## src/rtl/mawsup_pkg.sv

```systemverilog
// Constants and types for the motor alarm and warning supervisor.
// Assumes a single 200 MHz clock and an APB register port.
package mawsup_pkg;

  // ----------------------------------------------------------------------
  // Timing
  // ----------------------------------------------------------------------
  localparam int unsigned CLK_MHZ         = 200;
  localparam int unsigned LOCK_TIME_MS    = 1000;
  localparam int unsigned LOCK_CYCLES     = LOCK_TIME_MS * 1000 * CLK_MHZ;

  // ----------------------------------------------------------------------
  // Speed and history
  // ----------------------------------------------------------------------
  localparam logic [15:0] BRAKE_RPM       = 16'h0834;
  localparam logic [15:0] SPD_HI_RESET    = 16'hFFFF;
  localparam int unsigned HIST_DEPTH      = 9;

  // ----------------------------------------------------------------------
  // Register byte offsets
  // ----------------------------------------------------------------------
  localparam logic [7:0] REG_CTRL         = 8'h00;
  localparam logic [7:0] REG_SPEED_LIM    = 8'h04;
  localparam logic [7:0] REG_OPDATA       = 8'h08;
  localparam logic [7:0] REG_STATUS       = 8'h0C;
  localparam logic [7:0] REG_CMD          = 8'h10;
  localparam logic [7:0] REG_HIST_SEL     = 8'h14;
  localparam logic [7:0] REG_HIST_DATA    = 8'h18;
  localparam logic [7:0] REG_WARN         = 8'h1C;

  // CTRL fields
  localparam int unsigned CTRL_EXT_EN     = 0;
  localparam int unsigned CTRL_DIR_INV    = 1;
  localparam int unsigned CTRL_LOCK       = 2;
  localparam int unsigned CTRL_MONITOR    = 3;
  localparam int unsigned CTRL_INCHING    = 4;
  localparam int unsigned CTRL_TH_ASSIGN  = 5;
  localparam int unsigned CTRL_CA_ASSIGN  = 6;
  localparam logic [31:0] CTRL_RESET      = 32'h0000_0000;

  // CMD fields, write one to act; history clear acts only while CTRL_MONITOR is set
  localparam int unsigned CMD_PANEL_CLR   = 0;
  localparam int unsigned CMD_HIST_CLR    = 1;

  // Warning bits
  localparam int unsigned WARN_LOCK       = 0;
  localparam int unsigned WARN_OPERR      = 1;
  localparam logic [7:0]  WARN_CODE_LOCK  = 8'h30;
  localparam logic [7:0]  WARN_CODE_OPERR = 8'h6C;

  // Alarm codes kept in history
  typedef enum logic [7:0]
  {
    MAWS_AL_NONE     = 8'h00,
    MAWS_AL_OVERHEAT = 8'h26
  } mawsup_alarm_t;

  typedef enum logic [1:0]
  {
    MAWS_RUN   = 2'b00,
    MAWS_ALARM = 2'b01,
    MAWS_STOP  = 2'b11
  } mawsup_state_t;

endpackage

```

## src/rtl/mawsup_top.sv

```systemverilog
// Motor alarm and warning supervisor: alarms, history, warnings, run gate.
// Assumes inputs synchronous to ref_clk and an APB master for settings.
//
// The register offsets and the APB interface to the registers are this design's own decisions.
`timescale 1ns/1ps

module mawsup_top
  import mawsup_pkg::*;
#(
  parameter int unsigned LOCK_LIMIT = LOCK_CYCLES,
  parameter int unsigned DEPTH      = HIST_DEPTH
)
(
  // Clock and reset
  input  wire logic        ref_clk,
  input  wire logic        rst_b,
  // APB slave
  input  wire logic        psel,
  input  wire logic        penable,
  input  wire logic        pwrite,
  input  wire logic [7:0]  paddr,
  input  wire logic [31:0] pwdata,
  output logic [31:0]      prdata,
  output logic             pready,
  output logic             pslverr,
  // Host discrete inputs
  input  wire logic        forward_run_input,
  input  wire logic        reverse_run_input,
  input  wire logic        coast_input,
  input  wire logic        fault_clear_input,
  input  wire logic        speed_select_bit0,
  input  wire logic        speed_select_bit1,
  // Motor sense
  input  wire logic        thermal_open,
  input  wire logic        shaft_locked,
  input  wire logic [15:0] shaft_rpm,
  input  wire logic [15:0] ext_speed,
  // Operation panel
  input  wire logic        panel_clear,
  input  wire logic        panel_write,
  input  wire logic [15:0] panel_speed,
  // Outputs
  output logic             alarm_output_n,
  output logic             thermal_state_output,
  output logic             caution_output,
  output logic             brake_on,
  output logic             drive_en,
  output logic             drive_forward,
  output logic [15:0]      speed_cmd
);

  // ----------------------------------------------------------------------
  // Registers
  // ----------------------------------------------------------------------
  logic [31:0]       ctrl;
  logic [15:0]       spd_hi;
  logic [15:0]       spd_lo;
  logic [15:0]       op_speed;
  logic [3:0]        hist_sel;
  logic [7:0]        hist [DEPTH];
  logic [3:0]        hist_cnt;
  logic [1:0]        warn;
  logic [1:0]        warn_seen;
  logic [7:0]        warn_last;
  mawsup_state_t     state;
  logic              clr_prev;
  logic              incl_prev;
  logic [31:0]       lock_cnt;

  logic              wr;
  logic              rd;
  logic              clr_edge;
  logic              run_req;
  logic              alarm_new;
  logic              any_clear;
  logic              hist_clear;
  logic              leave_inching;
  logic              run_ok;
  logic [15:0]       raw_speed;
  logic [15:0]       next_speed;

  assign wr = psel && penable && pwrite;
  assign rd = psel && !pwrite;
  assign pready = 1'b1;
  assign run_req = forward_run_input || reverse_run_input;

  // ----------------------------------------------------------------------
  // Alarm clear sources
  // ----------------------------------------------------------------------
  // Edge needs the previous level; a level held high clears only once
  assign clr_edge = fault_clear_input && !clr_prev;
  assign any_clear = (clr_edge && !run_req)
                   || panel_clear
                   || (wr && paddr == REG_CMD && pwdata[CMD_PANEL_CLR]);
  assign alarm_new = thermal_open && state != MAWS_ALARM;
  assign hist_clear = wr && paddr == REG_CMD && pwdata[CMD_HIST_CLR]
                    && ctrl[CTRL_MONITOR];
  assign leave_inching = incl_prev && !ctrl[CTRL_INCHING];

  always_ff @(posedge ref_clk or negedge rst_b)
  begin
    if (!rst_b)
    begin
      clr_prev  <= 1'b0;
      incl_prev <= 1'b0;
    end
    else
    begin
      clr_prev  <= fault_clear_input;
      incl_prev <= ctrl[CTRL_INCHING];
    end
  end

  // ----------------------------------------------------------------------
  // Alarm state, cleared by reset as a control supply cycle
  // ----------------------------------------------------------------------
  always_ff @(posedge ref_clk or negedge rst_b)
  begin
    if (!rst_b)
      state <= MAWS_RUN;
    else
    begin
      case (state)
        MAWS_RUN:
        begin
          if (thermal_open)
            state <= MAWS_ALARM;
          else if (warn[WARN_OPERR])
            state <= MAWS_STOP;
        end
        MAWS_ALARM:
        begin
          // A still-open protector keeps the alarm despite a clear
          if (any_clear && !thermal_open)
            state <= MAWS_RUN;
        end
        MAWS_STOP:
        begin
          if (thermal_open)
            state <= MAWS_ALARM;
          else if (!warn[WARN_OPERR])
            state <= MAWS_RUN;
        end
        default:
          state <= MAWS_RUN;
      endcase
    end
  end

  // ----------------------------------------------------------------------
  // Alarm history, newest at entry zero
  // ----------------------------------------------------------------------
  always_ff @(posedge ref_clk or negedge rst_b)
  begin
    if (!rst_b)
      hist_cnt <= 4'h0;
    else if (alarm_new)
      hist_cnt <= (hist_cnt == 4'(DEPTH)) ? hist_cnt : hist_cnt + 4'h1;
    else if (hist_clear)
      hist_cnt <= 4'h0;
  end

  for (genvar i = 0; i < DEPTH; i++)
  begin : g_hist
    localparam int unsigned PREV = (i == 0) ? 0 : i - 1;
    always_ff @(posedge ref_clk or negedge rst_b)
    begin
      if (!rst_b)
        hist[i] <= MAWS_AL_NONE;
      else if (alarm_new)
        // Shift drops the last entry when full
        hist[i] <= (i == 0) ? MAWS_AL_OVERHEAT : hist[PREV];
      else if (hist_clear)
        hist[i] <= MAWS_AL_NONE;
    end
  end

  // ----------------------------------------------------------------------
  // Warnings, volatile; caution follows the live condition
  // ----------------------------------------------------------------------
  always_ff @(posedge ref_clk or negedge rst_b)
  begin
    if (!rst_b)
      lock_cnt <= '0;
    else if (!shaft_locked)
      lock_cnt <= '0;
    else if (lock_cnt < LOCK_LIMIT)
      lock_cnt <= lock_cnt + 32'h1;
  end

  always_ff @(posedge ref_clk or negedge rst_b)
  begin
    if (!rst_b)
      warn <= 2'h0;
    else
    begin
      warn[WARN_LOCK] <= shaft_locked && lock_cnt >= LOCK_LIMIT - 1;
      if (leave_inching && run_req)
        warn[WARN_OPERR] <= 1'b1;
      else if (!run_req)
        warn[WARN_OPERR] <= 1'b0;
    end
  end

  always_ff @(posedge ref_clk or negedge rst_b)
  begin
    if (!rst_b)
    begin
      warn_seen <= 2'h0;
      warn_last <= 8'h00;
    end
    else
    begin
      warn_seen <= warn_seen | warn;
      if (warn[WARN_OPERR])
        warn_last <= WARN_CODE_OPERR;
      else if (warn[WARN_LOCK])
        warn_last <= WARN_CODE_LOCK;
    end
  end

  // ----------------------------------------------------------------------
  // Settings, APB and panel
  // ----------------------------------------------------------------------
  always_ff @(posedge ref_clk or negedge rst_b)
  begin
    if (!rst_b)
    begin
      ctrl     <= CTRL_RESET;
      spd_hi   <= SPD_HI_RESET;
      spd_lo   <= 16'h0000;
      op_speed <= 16'h0000;
      hist_sel <= 4'h0;
    end
    else
    begin
      if (wr && paddr == REG_CTRL)
        ctrl <= pwdata;
      if (wr && paddr == REG_SPEED_LIM)
      begin
        spd_lo <= pwdata[15:0];
        spd_hi <= pwdata[31:16];
      end
      if (wr && paddr == REG_OPDATA)
        op_speed <= pwdata[15:0];
      else if (panel_write && !ctrl[CTRL_LOCK])
        op_speed <= panel_speed;
      if (wr && paddr == REG_HIST_SEL)
        hist_sel <= pwdata[3:0];
    end
  end

  always_comb
  begin
    prdata  = 32'h0000_0000;
    pslverr = 1'b0;
    if (rd)
    begin
      case (paddr)
        REG_CTRL:      prdata = ctrl;
        REG_SPEED_LIM: prdata = {spd_hi, spd_lo};
        REG_OPDATA:    prdata = {16'h0000, op_speed};
        REG_STATUS:    prdata = {26'h0, hist_cnt, state};
        REG_CMD:       prdata = 32'h0000_0000;
        REG_HIST_SEL:  prdata = {28'h0, hist_sel};
        REG_HIST_DATA: prdata = (hist_sel < 4'(DEPTH)) ?
                                {24'h0, hist[hist_sel]} : 32'h0;
        REG_WARN:      prdata = {20'h0, warn_last, warn_seen, warn};
        default:       pslverr = psel && penable;
      endcase
    end
    else if (psel && penable)
      pslverr = !(paddr inside {REG_CTRL, REG_SPEED_LIM, REG_OPDATA,
                  REG_STATUS, REG_CMD, REG_HIST_SEL, REG_HIST_DATA,
                  REG_WARN});
  end

  // ----------------------------------------------------------------------
  // Speed selection and run gate
  // ----------------------------------------------------------------------
  always_comb
  begin
    raw_speed = op_speed;
    if (!speed_select_bit0 && !speed_select_bit1
        && ctrl[CTRL_EXT_EN])
      raw_speed = ext_speed;
    next_speed = raw_speed;
    if (next_speed > spd_hi)
      next_speed = spd_hi;
    if (next_speed < spd_lo)
      next_speed = spd_lo;
  end

  // Lower limit deliberately applied after the empty check is skipped
  assign run_ok = (forward_run_input ^ reverse_run_input)
               && !coast_input
               && (raw_speed != 16'h0000 || spd_lo != 16'h0000)
               && state == MAWS_RUN;

  always_ff @(posedge ref_clk or negedge rst_b)
  begin
    if (!rst_b)
    begin
      drive_en      <= 1'b0;
      drive_forward <= 1'b1;
      speed_cmd     <= 16'h0000;
      brake_on      <= 1'b0;
    end
    else
    begin
      drive_en      <= run_ok;
      drive_forward <= forward_run_input ^ ctrl[CTRL_DIR_INV];
      speed_cmd     <= run_ok ? next_speed : 16'h0000;
      brake_on      <= shaft_rpm > BRAKE_RPM;
    end
  end

  // ----------------------------------------------------------------------
  // Status pins
  // ----------------------------------------------------------------------
  always_ff @(posedge ref_clk or negedge rst_b)
  begin
    if (!rst_b)
    begin
      alarm_output_n       <= 1'b1;
      thermal_state_output <= 1'b0;
      caution_output       <= 1'b0;
    end
    else
    begin
      alarm_output_n       <= state != MAWS_ALARM;
      thermal_state_output <= ctrl[CTRL_TH_ASSIGN] && thermal_open;
      caution_output       <= ctrl[CTRL_CA_ASSIGN] && |warn;
    end
  end

endmodule

```

## config.mk

```make
export PLATFORM = sky130hd
export DESIGN_NAME = mawsup_top
export DESIGN_NICKNAME = d
export VERILOG_FILES = /design/src/rtl/mawsup_pkg.sv /design/src/rtl/mawsup_top.sv
export SDC_FILE = /design/constraint.sdc
export NUM_CORES = 1
export LEC_CHECK = 0
export ABC_AREA = 1
export BUFFER_PORTS_ARGS = -buffer_cell sky130_fd_sc_hd__buf_2
export CORE_MARGIN = 1
export CORE_UTILIZATION = 57
export CTS_CLUSTER_DIAMETER = 40
export CTS_CLUSTER_SIZE = 24
export DETAILED_ROUTE_END_ITERATION = 10
export HOLD_SLACK_MARGIN = 0.08
export PLACE_DENSITY = 0.9
export SLEW_MARGIN = 20
export SYNTH_ARGS = -nofsm -noshare
export SYNTH_HDL_FRONTEND = slang
export SYNTH_SLANG_ARGS = --single-unit
```

## constraint.sdc

```tcl
create_clock -name ref_clk -period 4.75 [get_ports ref_clk]
set_input_delay 0.475 -clock ref_clk [delete_from_list [all_inputs] [get_ports ref_clk]]
set_output_delay 0.475 -clock ref_clk [all_outputs]
set_load 0.02 [all_outputs]
```

=== Yosys cells after proc, flatten, opt, wreduce, memory -nomap -nowiden ===
Index checks and enable logic that the tools add are counted.

* $add $sub $neg: 2
* Magnitude comparators: 7
* Equality and inequality tests: 17
* Multiplexer cells: 40
* Bitwise gates (word level): 4
* Reductions and logical operators: 52

{| class="wikitable"
|+ Operators by type and width
! cell !! number
|-
| $pmux W32 S7 || 1
|-
| $mux W8 || 15
|-
| $mux W16 || 6
|-
| $mux W32 || 3
|-
| $add A32 B1 Y32 const B || 1
|-
| $bmux W8 S4 || 1
|-
| $eq A8 B5 Y1 const B || 4
|-
| $ge A32 B28 Y1 const B || 1
|-
| $lt A32 B28 Y1 const B || 1
|-
| $reduce_bool A16 Y1 || 2
|-
| $logic_and A1 B1 Y1 || 26
|-
| $eq A8 B4 Y1 const B || 2
|-
| $gt A16 B12 Y1 const B || 1
|-
| $gt A16 B16 Y1 || 1
|-
| $lt A16 B16 Y1 || 1
|-
| $mux W4 || 3
|-
| $logic_not A1 Y1 || 10
|-
| $mux W2 || 5
|-
| $eq A8 B3 Y1 const B || 1
|-
| $logic_not A8 Y1 || 1
|-
| $reduce_bool A8 Y1 || 1
|-
| $reduce_or A8 Y1 || 1
|-
| $ne A2 B1 Y1 const B || 3
|-
| $ne A3 B3 Y1 const B || 2
|-
| 18 further kinds || 29
|}

* Register bits after elaboration: 230
* Input port bits: 103
* Output and inout port bits: 56
* Word-level logic and storage cells: 152

=== Longest topological paths before layout ===
* Word-level depth: 9
* Depth in mapped cells: 31
* Mapped depth without buffers: 28

=== Worst setup path after synthesis ===
Ideal clock, no wire load.

* Path type: input to register
* From: input port speed_select_bit1
* To: register speed_cmd[1]
* Library setup time: 119 ps
* Arrival: 3,540 ps
* Required time: 4,631 ps
* Slack: 1,091 ps
* Stages on the path: 22
* Buffers on the path: 3
* Cell sequence: nor2_2 nand2_2 buf_2 nor2_1 a21oi_1 ha_1 nand4_1 nor3_1 nand3_1 nand2_1 clkbuf_1 nand2_1 o21ai_0 ha_1 a21oi_1 nor2_1 a211oi_1 o221a_2 clkbuf_1 nand3_1 nand2_1 nor2_1

* Cells in the longest elaborated chain, start to end: 9
* Elaborated cells on any way between the ends: 13
* Classes of those cells: order compare (2); mux (4); reduce/logical (7)

{| class="wikitable"
|+ Ends and longest elaborated chain
! what !! RTL line !! text
|-
| start, declared || mawsup_top.sv:32 || <nowiki>input wire logic speed_select_bit1,</nowiki>
|-
| $logic_not A1 Y1 * || mawsup_top.sv:284 || <nowiki>if (!speed_select_bit0 && !speed_select_bit1</nowiki>
|-
| $logic_and A1 B1 Y1 * || mawsup_top.sv:284 ||
|-
| $logic_and A1 B1 Y1 * || mawsup_top.sv:285 || <nowiki>&& ctrl[CTRL_EXT_EN])</nowiki>
|-
| $mux W16 * || mawsup_top.sv:284 ||
|-
| $gt A16 B16 Y1 or $reduce_bool A16 Y1 (tied branches) || mawsup_top.sv:288, mawsup_top.sv:297 ||
|-
| $mux W16 or $logic_or A1 B1 Y1 (tied branches) || mawsup_top.sv:288, mawsup_top.sv:297 ||
|-
| $lt A16 B16 Y1 or $logic_and A1 B1 Y1 (tied branches) || mawsup_top.sv:290, mawsup_top.sv:297 ||
|-
| $mux W16 or $logic_and A1 B1 Y1 (tied branches) || mawsup_top.sv:290, mawsup_top.sv:298 ||
|-
| $mux W16 * || mawsup_top.sv:313 || <nowiki>speed_cmd <= run_ok ? next_speed : 16'h0000;</nowiki>
|-
| end signal, assigned || mawsup_top.sv:313 ||
|-
| end, declared || mawsup_top.sv:49 || <nowiki>output logic [15:0] speed_cmd</nowiki>
|}

Mark *: on every way between the ends. The rest lies on a longest branch, timed or not.
A chain may end at the register's enable or synchronous reset.

=== Worst setup path in the final report ===
* From: register ctrl[0]
* To: register speed_cmd[3]

* Cells in the longest elaborated chain, start to end: 7
* Elaborated cells on any way between the ends: 11
* Classes of those cells: order compare (2); mux (4); reduce/logical (5)

{| class="wikitable"
|+ Ends and longest elaborated chain
! what !! RTL line !! text
|-
| start, declared || mawsup_top.sv:55 || <nowiki>logic [31:0] ctrl;</nowiki>
|-
| start signal, assigned || mawsup_top.sv:238 || <nowiki>ctrl <= pwdata;</nowiki>
|-
| $logic_and A1 B1 Y1 * || mawsup_top.sv:285 ||
|-
| $mux W16 * || mawsup_top.sv:284 ||
|-
| $gt A16 B16 Y1 or $reduce_bool A16 Y1 (tied branches) || mawsup_top.sv:288, mawsup_top.sv:297 ||
|-
| $mux W16 or $logic_or A1 B1 Y1 (tied branches) || mawsup_top.sv:288, mawsup_top.sv:297 ||
|-
| $lt A16 B16 Y1 or $logic_and A1 B1 Y1 (tied branches) || mawsup_top.sv:290, mawsup_top.sv:297 ||
|-
| $mux W16 or $logic_and A1 B1 Y1 (tied branches) || mawsup_top.sv:290, mawsup_top.sv:298 ||
|-
| $mux W16 * || mawsup_top.sv:313 ||
|}

Marks and branches as above.

==> impl_metrics.py <==
metrics = {
    "drt": {
        "finalWirelength_um": 27100,
        "route.detailed.wl_per_inst_um": 17.6,
        "drtIter0Drc": 1040,
        "drc": 0,
        "ant_nets": 0,
        "detail_route.vias_per_cell": 5.85,
        "via_count": 9039,
        "first_pass_iters": 6,
    },
    "clocking": {
        "post_cts.repair.setup_buffers": 0,
        "cts_hold_buffers": 0,
        "clk_path_buf_depth": 2,
        "htree_num_levels": 4,
        "ctsResizeCount": 0,
        "clock_insertion_delay_worst_skew_ps": 430,
        "clockRootBuffer": "clkbuf_16",
        "cts.clk_slew.worst_paths_ps": 60,
        "clock_tree_from_tritoncts": "done",
        "numClockSinks": 162,
        "cts_inserted_buffers": 17,
    },
    "grt": {
        "gr-total-overflow": 0,
        "global_route_wire_length_before_repair_um": 42600,
        "grt_max_degree": 86,
        "globalRouteTotalUtil_pct": 33.8,
        "grt_pass1_vias": 8292,
        "number_of_antenna_violations_at_the_first_check_in_global_routing": 1,
    },
    "logic_synthesis": {
        "yosys.cell_types.count": 47,
        "netlist_area_sq_um": 9100,
        "netlist.area_leader.share_pct": 39.6,
        "synth.area.top_cells": "dfrtp_1, nand2_1, inv_1, o21ai_0, a21oi_1",
        "syn_inst": 1176,
        "synth_most_common_cell": "nand2_1",
        "synth_largest_area_cell": "dfrtp_1",
        "fraction_of_registers_with_async_set_reset_pct": 100,
        "synth_ff_type": "dfrtp_1",
        "synth_top_cells_by_count": "nand2_1, inv_1, dfrtp_1, o21ai_0, a21oi_1",
        "synth.yosys.warnings": 0,
        "synth_seq_cells": 162,
        "synth_edf_count": 0,
        "synthesis.area_per_instance_sq_um": 7.74,
        "syn-num-nets": 1317,
        "synth_seq_area_share_pct": 44.8,
    },
    "sta": {
        "drv_slew": 0,
        "hold_ws_ps": 113,
        "finalSetupTns_ps": 0,
        "tightest_slew_ps": 1040,
        "finalHoldViolations": 0,
        "max_freq_mhz": 236,
        "rsz_0062_raised_after_global_routing": "no",
        "report.final.setup_viol": 0,
        "max_slew_margin_pct": 30.7,
        "finClkSkew_ps": 6.92,
        "period_needed_ps": 4230,
        "final.period_utilization_pct": 89.1,
    },
    "flow_run": {
        "drv_cap": 0,
    },
    "worst_setup_path": {
        "start_to_end_type_of_the_worst_setup_path": "flip-flop to flip-flop",
        "timing.critical_path.fanout_max": 32,
        "crit_path_required_time_ps": 5070,
        "start_kind": "flip-flop",
        "end_kind": "flip-flop",
        "cp_data_arrival_time_ps": 4550,
    },
    "finish": {
        "syn2layout_area_growth_pct": 18.0,
        "num-nets-final": 1460,
        "layout-drive-gt1-share_pct": 18.0,
    },
    "power": {
        "post-layout-total-power_mw": 3.83,
        "p_per_area_nw_per_um2": 357,
        "p_leak_nw": 5.18,
        "ir_worst_vdd_mv": 0.292,
    },
    "floorplanning": {
        "num_io_pins": 159,
        "core_area_sq_um": 15400,
        "die_width_um": 128,
        "die-height_um": 128,
        "std_cell_rows": 45,
        "die_area_sq_um": 16500,
        "floorplan.initialDensity_pct": 59.2,
    },
    "placed_design": {
        "buffer_ports.inserted": 157,
        "post-dp-hpwl_um": 19500,
        "place.gp.congestion": 0.990,
    },
    "run_status": {
        "run_status": "completed",
    },
    "worst_hold_path": {
        "hold_class": "primary input to asynchronous set/reset pin",
    },
}
-- path summary, 6_finish.rpt --
check,start,to,slack (ps),depth (start not counted)
min,rst_b,thermal_state_output,110,1
max in group asynchronous,rst_b,spd_hi[13],3550,2
max reg2reg,ctrl[0],speed_cmd[3],520,20
max,ctrl[0],speed_cmd[3],520,20
min reg2reg,warn_seen[1],warn_seen[1],450,2
min in group ref_clk,fault_clear_input,clr_prev,170,1
-- power breakdown --
| group | total (mW) | switching, mW | internal (mW) |
|---|---|---|---|
| Sequential | 1.56 | 0.0682 | 1.49 |
| Combinational | 0.739 | 0.480 | 0.259 |
| Clock | 1.53 | 0.573 | 0.956 |
| Total | 3.83 | 1.12 | 2.71 |
-- stage by stage --
step	setup slack, ps	cells	area, sq um	util [%]
after floorplan	1090	1176	9100	-
after global placement	319	1511	10000	65.4
after detailed placement	131	1511	10000	65.4
after CTS	359	1543	10700	69.7
after global routing	164	1544	10700	69.8
final	517	1544	10700	69.8
-- worst max-delay path, stage by stage (launching register included) --
cell	delay, ps
dfrtp_1	430
nand2_4	270
nor2_1	70
a21oi_1	270
ha_1	210
nand4_1	110
nor3_1	260
nand2_1	110
nand2_1	80
nand2_1	280
buf_4	280
o21ai_0	390
ha_1	350
a21oi_1	200
nand2_1	100
nand2_1	80
nand2_1	90
nand2_4	270
nand3_1	130
nand2_1	80
nor2_1	40
-- cell usage in the layout, fill, tap and decap left out, types with 3 or more instances in the layout --
cell type / n
nor3_1: 18
a221oi_1: 9
nor3_2: 4
a21oi_1: 98
clkbuf_16: 17
o221ai_1: 20
ha_1: 38
o21ai_1: 4
o41ai_1: 3
buf_2: 156
nor4_1: 14
bufinv_16: 4
o21ai_0: 111
nand3_1: 58
clkbuf_8: 5
o22ai_1: 20
nand4_1: 17
dfrtp_1: 144
clkinv_4: 4
nor2_1: 82
nand2_1: 251
xor2_1: 6
nand2_2: 4
buf_4: 12
o31ai_1: 3
dfstp_2: 18
inv_1: 180
-- sequential cells by signal, indices dropped and copies added, names as in the netlist, 4 cells and up --
name	count
hist_cnt	4
hist	9
spd_hi	16
speed_cmd	16
lock_cnt	32
ctrl	32
op_speed	16
hist_sel	4
spd_lo	16
-- final cells by class --
| class | count | area, sq um |
|---|---|---|
| multi-input combinational | 788 | 4170 |
| clock buffer | 22 | 494 |
| sequential | 162 | 4080 |
| antenna | 1 | 2.50 |
| fill | 1215 | 4640 |
| clock inverter | 10 | 171 |
| inverter | 181 | 679 |
| timing repair buffer | 169 | 882 |
| tap | 211 | 264 |
-- per-layer routing --
layer	global-route usage (%)	share of wire (%)
met5	0	0
met4	14.3	3.1
met3	7.03	9.3
met2	52.3	47
met1	46.5	41
-- logic make-up after synthesis --
family | synth area share (%)
flops | 44.8
compound gates | 17.3
simple gates | 22.2
xor+xnor | 0.674
fa+ha+maj | 5.22
other cells | 0.0412
buf+inv | 9.75
(Power assumes the default switching activity.)
